==> src/include/pae_pkg.sv <==
// shared constants and types of the proximity / ambient event logic
// assumes a 200 MHz system clock and an apb master with 32-bit data
package pae_pkg;

   // =====================================================================
   // timing
   localparam int unsigned CLK_MHZ = 200;
   localparam int unsigned AMB_BASE_MS = 50;
   localparam int unsigned AMB_BASE_CYCLES = AMB_BASE_MS * 1000 * CLK_MHZ;

   // =====================================================================
   // register byte offsets
   localparam logic [7:0] OFS_AMB_CONF = 8'h00;
   localparam logic [7:0] OFS_PROX_CONF = 8'h04;
   localparam logic [7:0] OFS_AMB_HIGH = 8'h08;
   localparam logic [7:0] OFS_AMB_LOW = 8'h0c;
   localparam logic [7:0] OFS_PROX_HIGH = 8'h10;
   localparam logic [7:0] OFS_PROX_LOW = 8'h14;
   localparam logic [7:0] OFS_CANCEL = 8'h18;
   localparam logic [7:0] OFS_PROX_RES0 = 8'h1c;
   localparam logic [7:0] OFS_PROX_RES1 = 8'h20;
   localparam logic [7:0] OFS_PROX_RES2 = 8'h24;
   localparam logic [7:0] OFS_AMB_RES = 8'h28;
   localparam logic [7:0] OFS_FLAGS = 8'h2c;
   localparam logic [7:0] OFS_ID = 8'h30;

   // =====================================================================
   // ambient config fields
   localparam int AMB_ON_BIT = 0;
   localparam int AMB_IRQ_EN_BIT = 1;
   localparam int AMB_PERS_LSB = 2;
   localparam int AMB_IT_LSB = 5;

   // =====================================================================
   // proximity config fields
   localparam int PROX_ON_BIT = 0;
   localparam int PROX_IRQ_SEL_LSB = 1;
   localparam int PROX_METHOD_BIT = 3;
   localparam int PROX_PERS_LSB = 4;
   localparam int PROX_PIN_SEL_BIT = 6;
   localparam int PROX_FORCED_BIT = 7;
   localparam int PROX_TRIG_BIT = 8;
   localparam int PROX_GESTURE_BIT = 9;
   localparam int PROX_EMIT_LSB = 10;

   // =====================================================================
   // flag byte fields
   localparam int FLG_GESTURE = 7;
   localparam int FLG_PROTECT = 6;
   localparam int FLG_AMB_LOW = 5;
   localparam int FLG_AMB_HIGH = 4;
   localparam int FLG_NEAR = 1;
   localparam int FLG_FAR = 0;

   // =====================================================================
   // reset values
   localparam logic [7:0] RST_AMB_CONF = 8'h00;
   localparam logic [11:0] RST_PROX_CONF = 12'h000;
   localparam logic [15:0] RST_HIGH_LIMIT = 16'hffff;
   localparam logic [15:0] RST_LOW_LIMIT = 16'h0000;
   // identity value is arbitrary
   localparam logic [15:0] DEVICE_ID = 16'h5a01;

   typedef enum logic {PAE_P_IDLE, PAE_P_WAIT} pae_pstate_t;

   typedef struct packed {
      logic [7:0] amb_conf;
      logic [11:0] prox_conf;
      logic [15:0] amb_high;
      logic [15:0] amb_low;
      logic [15:0] prox_high;
      logic [15:0] prox_low;
      logic [15:0] cancel;
      logic [2:0][15:0] prox_res;
      logic [15:0] amb_res;
      logic [7:0] flags;
      logic [31:0] amb_timer;
      logic [3:0] amb_cnt;
      logic [2:0] prox_cnt;
      logic near;
      pae_pstate_t pstate;
      logic [1:0] emitter;
      logic gesture_run;
      logic prox_req;
      logic [2:0] emit_sel;
      logic pin_o;
      logic pin_oe_n;
      logic pready;
      logic pslverr;
      logic [31:0] prdata;
      logic [2:0] lclk_s;
      logic [1:0] pvalid_s;
      logic [1:0][15:0] pdata_s;
      logic [1:0][15:0] adata_s;
      logic [2:0] prot_s;
   } pae_state_t;

endpackage

==> src/logic/pae_top.sv <==
// event, threshold and readout logic of a proximity / ambient sensor
// assumes an apb master on MCLK and an analog front end on its own link clock
`timescale 1ns/1ps
module pae_top
   import pae_pkg::*;
#(
   parameter int unsigned AMB_BASE = AMB_BASE_CYCLES
) (
   input wire logic MCLK,
   input wire logic RST_N,
   input wire logic PSEL,
   input wire logic PENABLE,
   input wire logic PWRITE,
   input wire logic [7:0] PADDR,
   input wire logic [31:0] PWDATA,
   output logic [31:0] PRDATA,
   output logic PREADY,
   output logic PSLVERR,
   input wire logic LINK_CLK,
   input wire logic PRX_VALID,
   input wire logic [15:0] PRX_DATA,
   input wire logic [15:0] AMB_DATA,
   input wire logic PROTECT_IN,
   output logic PRX_REQ,
   output logic [2:0] EMIT_SEL,
   output logic IRQ_PIN_O,
   output logic IRQ_PIN_OE_N
);

   pae_state_t s_reg;
   pae_state_t s_next;

   // =====================================================================
   // helpers
   function automatic logic [31:0] amb_period(input logic [2:0] sel);
      logic [2:0] sh;
      sh = 3'd4;
      unique case (sel)
         3'b000: sh = 3'd0;
         3'b001: sh = 3'd1;
         3'b010: sh = 3'd2;
         3'b011: sh = 3'd2;
         3'b100: sh = 3'd3;
         default: sh = 3'd4;
      endcase
      return AMB_BASE << sh;
   endfunction

   logic apb_done;
   logic apb_wr;
   logic apb_rd;
   logic [31:0] rd_word;
   logic rd_err;
   logic lclk_rise;
   logic [15:0] prox_raw;
   logic [15:0] prox_val;
   logic [7:0] fset;
   logic [7:0] irq_mask;
   logic irq_on;
   logic amb_tick;
   logic [3:0] amb_need;
   logic [3:0] amb_inc;
   logic amb_out;
   logic prox_out;
   logic [2:0] prox_inc;
   logic [1:0] emit_idx;
   logic start_ok;

   // =====================================================================
   // register readback
   always_comb begin
      rd_word = 32'h0000_0000;
      rd_err = 1'b0;
      unique case (PADDR)
         OFS_AMB_CONF: rd_word = {24'h00_0000, s_reg.amb_conf};
         OFS_PROX_CONF: rd_word = {20'h0_0000, s_reg.prox_conf};
         OFS_AMB_HIGH: rd_word = {16'h0000, s_reg.amb_high};
         OFS_AMB_LOW: rd_word = {16'h0000, s_reg.amb_low};
         OFS_PROX_HIGH: rd_word = {16'h0000, s_reg.prox_high};
         OFS_PROX_LOW: rd_word = {16'h0000, s_reg.prox_low};
         OFS_CANCEL: rd_word = {16'h0000, s_reg.cancel};
         OFS_PROX_RES0: rd_word = {16'h0000, s_reg.prox_res[0]};
         OFS_PROX_RES1: rd_word = {16'h0000, s_reg.prox_res[1]};
         OFS_PROX_RES2: rd_word = {16'h0000, s_reg.prox_res[2]};
         // low byte in 7:0, high byte in 15:8, both in one read
         OFS_AMB_RES: rd_word = {16'h0000, s_reg.amb_res[15:8], s_reg.amb_res[7:0]};
         OFS_FLAGS: rd_word = {24'h00_0000, s_reg.flags};
         OFS_ID: rd_word = {16'h0000, DEVICE_ID};
         default: rd_err = 1'b1;
      endcase
   end

   // =====================================================================
   // decode and derived terms
   always_comb begin
      // access completes only on the edge that sees our pready high
      apb_done = PSEL & PENABLE & s_reg.pready;
      apb_wr = apb_done & PWRITE;
      apb_rd = apb_done & ~PWRITE;
      lclk_rise = s_reg.lclk_s[1] & ~s_reg.lclk_s[2];
      prox_raw = s_reg.pdata_s[1];
      // saturate instead of wrapping on large cancel values
      prox_val = (prox_raw > s_reg.cancel) ? prox_raw - s_reg.cancel : 16'h0000;
      amb_tick = s_reg.amb_conf[AMB_ON_BIT] && (s_reg.amb_timer == 32'h0000_0000);
      amb_need = 4'h1 << s_reg.amb_conf[AMB_PERS_LSB +: 2];
      amb_inc = (s_reg.amb_cnt == 4'h8) ? 4'h8 : s_reg.amb_cnt + 4'h1;
      amb_out = (s_reg.adata_s[1] > s_reg.amb_high) ||
                (s_reg.adata_s[1] < s_reg.amb_low);
      // method 1 uses the low limit for away, method 0 just the high limit
      if (s_reg.near) begin
         prox_out = s_reg.prox_conf[PROX_METHOD_BIT] ? (prox_val < s_reg.prox_low)
                                                     : (prox_val <= s_reg.prox_high);
      end else begin
         prox_out = prox_val > s_reg.prox_high;
      end
      prox_inc = (s_reg.prox_cnt == 3'd4) ? 3'd4 : s_reg.prox_cnt + 3'd1;
      emit_idx = (s_reg.prox_conf[PROX_EMIT_LSB +: 2] == 2'd3) ? 2'd0
                                                               : s_reg.prox_conf[PROX_EMIT_LSB +: 2];
      // forced mode waits for a trigger, otherwise measure back to back
      start_ok = s_reg.prox_conf[PROX_ON_BIT] &&
                 (!s_reg.prox_conf[PROX_FORCED_BIT] || s_reg.prox_conf[PROX_TRIG_BIT]);
      irq_on = |s_reg.prox_conf[PROX_IRQ_SEL_LSB +: 2];
      irq_mask = 8'h00;
      irq_mask[FLG_GESTURE] = irq_on;
      irq_mask[FLG_PROTECT] = irq_on;
      irq_mask[FLG_AMB_LOW] = s_reg.amb_conf[AMB_IRQ_EN_BIT];
      irq_mask[FLG_AMB_HIGH] = s_reg.amb_conf[AMB_IRQ_EN_BIT];
      irq_mask[FLG_NEAR] = s_reg.prox_conf[PROX_IRQ_SEL_LSB];
      irq_mask[FLG_FAR] = s_reg.prox_conf[PROX_IRQ_SEL_LSB + 1];
   end

   // =====================================================================
   // next state
   always_comb begin
      s_next = s_reg;
      fset = 8'h00;

      // synchronisers, first stage read only by the second
      s_next.lclk_s = {s_reg.lclk_s[1:0], LINK_CLK};
      s_next.pvalid_s = {s_reg.pvalid_s[0], PRX_VALID};
      s_next.pdata_s = {s_reg.pdata_s[0], PRX_DATA};
      s_next.adata_s = {s_reg.adata_s[0], AMB_DATA};
      s_next.prot_s = {s_reg.prot_s[1:0], PROTECT_IN};
      if (s_reg.prot_s[1] && !s_reg.prot_s[2]) begin
         fset[FLG_PROTECT] = 1'b1;
      end

      // apb: one wait state, pready and prdata from flops
      s_next.pready = PSEL & PENABLE & ~s_reg.pready;
      s_next.pslverr = PSEL & PENABLE & ~s_reg.pready & rd_err;
      s_next.prdata = (PSEL & PENABLE & ~s_reg.pready & ~PWRITE & ~rd_err) ? rd_word
                                                                            : 32'h0000_0000;

      // ambient integration timer and persistence
      if (!s_reg.amb_conf[AMB_ON_BIT]) begin
         s_next.amb_timer = amb_period(s_reg.amb_conf[AMB_IT_LSB +: 3]);
         s_next.amb_cnt = 4'h0;
      end else if (amb_tick) begin
         s_next.amb_timer = amb_period(s_reg.amb_conf[AMB_IT_LSB +: 3]) - 32'h0000_0001;
         s_next.amb_res = s_reg.adata_s[1];
         if (amb_out) begin
            s_next.amb_cnt = amb_inc;
            // stays asserted every period while the run lasts
            if (amb_inc >= amb_need) begin
               fset[FLG_AMB_HIGH] = s_reg.adata_s[1] > s_reg.amb_high;
               fset[FLG_AMB_LOW] = s_reg.adata_s[1] < s_reg.amb_low;
            end
         end else begin
            s_next.amb_cnt = 4'h0;
         end
      end else begin
         s_next.amb_timer = s_reg.amb_timer - 32'h0000_0001;
      end

      // proximity measurement sequencer
      unique case (s_reg.pstate)
         PAE_P_IDLE: begin
            if (start_ok) begin
               s_next.prox_conf[PROX_TRIG_BIT] = 1'b0;
               s_next.gesture_run = s_reg.prox_conf[PROX_GESTURE_BIT] &&
                                    s_reg.prox_conf[PROX_FORCED_BIT];
               s_next.emitter = s_next.gesture_run ? 2'd0 : emit_idx;
               s_next.emit_sel = 3'b001 << s_next.emitter;
               s_next.prox_req = 1'b1;
               s_next.pstate = PAE_P_WAIT;
            end
         end
         PAE_P_WAIT: begin
            if (lclk_rise && s_reg.pvalid_s[1]) begin
               s_next.prox_res[s_reg.emitter] = prox_val;
               if (s_reg.gesture_run) begin
                  if (s_reg.emitter == 2'd2) begin
                     fset[FLG_GESTURE] = 1'b1;
                     s_next.gesture_run = 1'b0;
                     s_next.prox_req = 1'b0;
                     s_next.emit_sel = 3'b000;
                     s_next.pstate = PAE_P_IDLE;
                  end else begin
                     // next emitter in turn, request stays up
                     s_next.emitter = s_reg.emitter + 2'd1;
                     s_next.emit_sel = {s_reg.emit_sel[1:0], 1'b0};
                  end
               end else begin
                  s_next.prox_req = 1'b0;
                  s_next.emit_sel = 3'b000;
                  s_next.pstate = PAE_P_IDLE;
                  if (prox_out) begin
                     s_next.prox_cnt = prox_inc;
                     if (prox_inc > s_reg.prox_conf[PROX_PERS_LSB +: 2]) begin
                        s_next.near = ~s_reg.near;
                        s_next.prox_cnt = 3'd0;
                        fset[FLG_NEAR] = ~s_reg.near;
                        fset[FLG_FAR] = s_reg.near;
                     end
                  end else begin
                     s_next.prox_cnt = 3'd0;
                  end
               end
            end
         end
      endcase
      if (!s_reg.prox_conf[PROX_ON_BIT]) begin
         s_next.near = 1'b0;
         s_next.prox_cnt = 3'd0;
      end

      // register writes, applied after hardware updates
      if (apb_wr) begin
         unique case (PADDR)
            OFS_AMB_CONF: s_next.amb_conf = PWDATA[7:0];
            OFS_PROX_CONF: begin
               s_next.prox_conf = PWDATA[11:0];
               // the or sees only the new write data, so a zero write drops a trigger still pending
               s_next.prox_conf[PROX_TRIG_BIT] = PWDATA[PROX_TRIG_BIT] |
                                                 s_next.prox_conf[PROX_TRIG_BIT];
            end
            OFS_AMB_HIGH: s_next.amb_high = PWDATA[15:0];
            OFS_AMB_LOW: s_next.amb_low = PWDATA[15:0];
            OFS_PROX_HIGH: s_next.prox_high = PWDATA[15:0];
            OFS_PROX_LOW: s_next.prox_low = PWDATA[15:0];
            OFS_CANCEL: s_next.cancel = PWDATA[15:0];
            default: begin
            end
         endcase
      end

      // flags: read clears, a set in the same cycle wins
      if (apb_rd && (PADDR == OFS_FLAGS)) begin
         s_next.flags = fset;
      end else begin
         s_next.flags = s_reg.flags | fset;
      end

      // open-drain pin, drives low while asserted
      s_next.pin_o = 1'b0;
      if (s_reg.prox_conf[PROX_PIN_SEL_BIT]) begin
         s_next.pin_oe_n = ~s_next.near;
      end else begin
         s_next.pin_oe_n = ~|(s_next.flags & irq_mask);
      end
   end

   // =====================================================================
   // state register
   always_ff @(posedge MCLK) begin
      if (!RST_N) begin
         s_reg <= '0;
         s_reg.amb_conf <= RST_AMB_CONF;
         s_reg.prox_conf <= RST_PROX_CONF;
         s_reg.amb_high <= RST_HIGH_LIMIT;
         s_reg.amb_low <= RST_LOW_LIMIT;
         s_reg.prox_high <= RST_HIGH_LIMIT;
         s_reg.prox_low <= RST_LOW_LIMIT;
         s_reg.pstate <= PAE_P_IDLE;
         s_reg.pin_oe_n <= 1'b1;
      end else begin
         s_reg <= s_next;
      end
   end

   assign PRDATA = s_reg.prdata;
   assign PREADY = s_reg.pready;
   assign PSLVERR = s_reg.pslverr;
   assign PRX_REQ = s_reg.prox_req;
   assign EMIT_SEL = s_reg.emit_sel;
   assign IRQ_PIN_O = s_reg.pin_o;
   assign IRQ_PIN_OE_N = s_reg.pin_oe_n;

endmodule

==> config.mk <==
export PLATFORM = sky130hd
export DESIGN_NAME = pae_top
export DESIGN_NICKNAME = d
export VERILOG_FILES = /design/src/include/pae_pkg.sv /design/src/logic/pae_top.sv
export SDC_FILE = /design/constraint.sdc
export NUM_CORES = 1
export LEC_CHECK = 0
export BUFFER_PORTS_ARGS = -buffer_cell sky130_fd_sc_hd__buf_2
export CAP_MARGIN = 0
export CORE_MARGIN = 8
export CORE_UTILIZATION = 30
export DETAILED_ROUTE_END_ITERATION = 8
export GPL_ROUTABILITY_DRIVEN = 0
export PLACE_DENSITY = 0.57
export SKIP_CTS_REPAIR_TIMING = 1
export SYNTH_ARGS = -nofsm -noshare
export SYNTH_HDL_FRONTEND = slang
export SYNTH_SLANG_ARGS = --single-unit
==> constraint.sdc <==
create_clock -name MCLK -period 7.95 [get_ports MCLK]
set_input_delay 1.1925 -clock MCLK [delete_from_list [all_inputs] [get_ports MCLK]]
set_output_delay 1.1925 -clock MCLK [all_outputs]
set_load 0.03 [all_outputs]
==> results.ini <==
[floorplan]
die-area_um2=58300
die_x_um=241
rows=82
initial_core_util_pct=30.4
chipHeight_um=241
coreArea_um2=50200
io_pins=120

[clocking]
cts_max_level=2
ctsRootBufferMaster=clkbuf_16
worstSkewPairLatency_ps=560
cts_tree=built
cts.sinks=309
clock_path_buffers=3
clkTransAtPathRegs_ps=60
cts_buffers=37

[layout]
layout-drive-gt1-share_pct=10.1
final-instance-count-excl-fill=2554
final_util_pct=34.8
nets=2034
area_growth_pct=14.4
diodes=0
largest_reg_flops=230

[logic_synthesis]
yosysTopAreaCell=dfxtp_1
synthesis.area_um2=15200
ys_async_sr_fraction_pct=0
ys.flop_type=dfxtp_1
yosys-top-cells-area=dfxtp_1, ha_1, nand2_1, a21boi_0, and2_1
synth_edf_count=0
synth-seq-cells=309
yosysWarnings=0
yosysUniqueCellTypes=74
synth_cells=1824
yosysSeqAreaShare_pct=40.6
syn_area_per_cell_um2=8.36
synthMostInstantiatedCell=dfxtp_1
synthTopCellsByCount=dfxtp_1, nand2_1, inv_1, a21oi_1, ha_1
synth_top_area_share_pct=40.6

[setup_path]
crit_buf_inv=1
crit_chain=inv_1, ha_1, nand4_1, a21o_1, a211o_1, nand2_1, nand2_1, nor3_1, ha_1, and4_1, o31ai_1, a211oi_1, nor3_1, a22oi_1, a221o_1, o31ai_1
worstReg2RegStart=s_reg[235]
worst_setup_path_start_kind=flip-flop
cp_num_cells=16
critical_path.max_fanout=14
worstSetupEndpointType=flip-flop
r2r_end=s_reg[118]
cp.arrival_ps=6040
r2r_cells=16
slowest_delay_ps=930
crit_type=reg2reg
required_ps=8410
ff2ff_setup_slack_ps=2370
cp_top_family=simple AND/OR/NAND/NOR gates
cp_slowest_cell=nor3_1

[sta]
hold_violations=0
worst_pin_slew_ps=1120
timing.fmax_mhz=179
post-route-min-period_ps=5580
rsz0062_at_grt=false
setup_viol=0
slew_headroom_pct=24.7
slew_violations=0
skew_ps=21.2
finalSetupTns_ps=0
post-route-period-util_pct=70.1

[place]
dp_hpwl_mm=35.0
dp.cells=2489
port_buffers=86

[route]
via_per_inst=5.23
num_vias=13300
routed_wl_mm=49.5
drcViolationCount=0
first_iter_violations=1053
wl_per_cell_um=19.4
dr.pass1.iters=6
ant_nets=0

[global_routing]
grt_max_degree=102
grt.total_usage_pct=16.8
grt_pass1_vias=12900
overflow=0
antenna_found_initial=4
grt_pass1_wl_mm=76.1

[worst_hold_path]
hp-class=reg2reg
hold_path_end=prox_raw[8]
worstHoldStart=s_next[59]
whs_path_depth=1

[power]
powerDensity_nw_per_um2=209
peakVddDrop_v=0.000119
leakagePower_uw=0.00669

[job]
maxCapViolCount=0

[status]
outcome=finished, final reports clean

## worst max-delay path by stage
stage / start / endpoint / slack, ps
after floorplan: s_reg[241] / s_reg[118] / 3700
after global placement: s_reg[235] / s_reg[118] / 2720
after detailed placement: s_reg[235] / s_reg[118] / 2650
after CTS: s_reg[235] / s_reg[118] / 2530
after global routing: s_reg[235] / s_reg[118] / 2090
final: s_reg[235] / s_reg[118] / 2370
## cell type report
cell class                      count  area, um2
Fill cell                        5244      32700
Multi-Input combinational cell   1294       8140
Sequential cell                   309       6190
Clock buffer                       54       1130
Tap cell                          672        841
Timing Repair Buffer              104        572
Inverter                          110        413
Clock inverter                     11        161
## layout by cell type (no fill, tap or decap), drive strengths merged, types with 7 or more instances in the layout
| master | instances |
|---|---|
| dfxtp | 309 |
| nand2 | 306 |
| inv | 110 |
| buf | 104 |
| a21oi | 99 |
| ha | 97 |
| and2 | 89 |
| a21boi | 77 |
| nor2 | 70 |
| nand3 | 69 |
| o21ai | 54 |
| clkbuf | 54 |
| nor3 | 36 |
| o211ai | 32 |
| a22oi | 25 |
| nand4 | 23 |
| a21o | 22 |
| a221oi | 21 |
| xnor2 | 21 |
| a22o | 21 |
| o21a | 20 |
| a31oi | 17 |
| a222oi | 17 |
| conb | 17 |
| nor2b | 15 |
| a211oi | 13 |
| or3 | 11 |
| xor2 | 10 |
| nand3b | 10 |
| o22ai | 10 |
| or2 | 8 |
| nand2b | 7 |
| nor4 | 7 |
## metal layers
metal | GRT usage (%) | share of wire [%] | vias to the layer above
met3 | 4.87 | 8.2 | 109
li1 | - | - | 6436
met5 | 0 | 0.089 | -
met2 | 26.7 | 45 | 467
met4 | 6.12 | 3.4 | 6
met1 | 21.5 | 44 | 6329
## power by group
part | total, uW | internal (uW) | switching, uW | leakage, uW
Sequential | 1580 | 1570 | 10.3 | 0.00251
Clock | 1800 | 1120 | 687 | 0.000639
Combinational | 262 | 91.5 | 170 | 0.00354
## logic make-up (layout without fill, tap and decap cells)
kind of cell	Yosys count	after routing	synth area share, %
buffers and inverters	237	279	6.74
AND/OR/NAND/NOR	678	678	21.3
adder cells (fa/ha/maj)	98	98	8.09
other	1	17	0.0246
AO/OA/AOI/OAI	467	467	21.3
multiplexers	3	3	0.197
flip-flops	309	309	40.6
XOR/XNOR	31	31	1.78
## stage by stage
step / worst slack [ps] / hold slack (ps) / total power [uW] / instance area [um2]
6_report: 2370 / 427 / 3640 / 17400
5_1_grt: 2090 / 440 / 3780 / 17400
4_1_cts: 2530 / 428 / 3680 / 17400
3_5_place_dp: 2650 / 417 / 1870 / 16100
3_3_place_gp: 2720 / 420 / 1870 / 16100
2_1_floorplan: 3700 / 412 / 1790 / 15300
No activity file was read; power rests on OpenSTA's default activity.
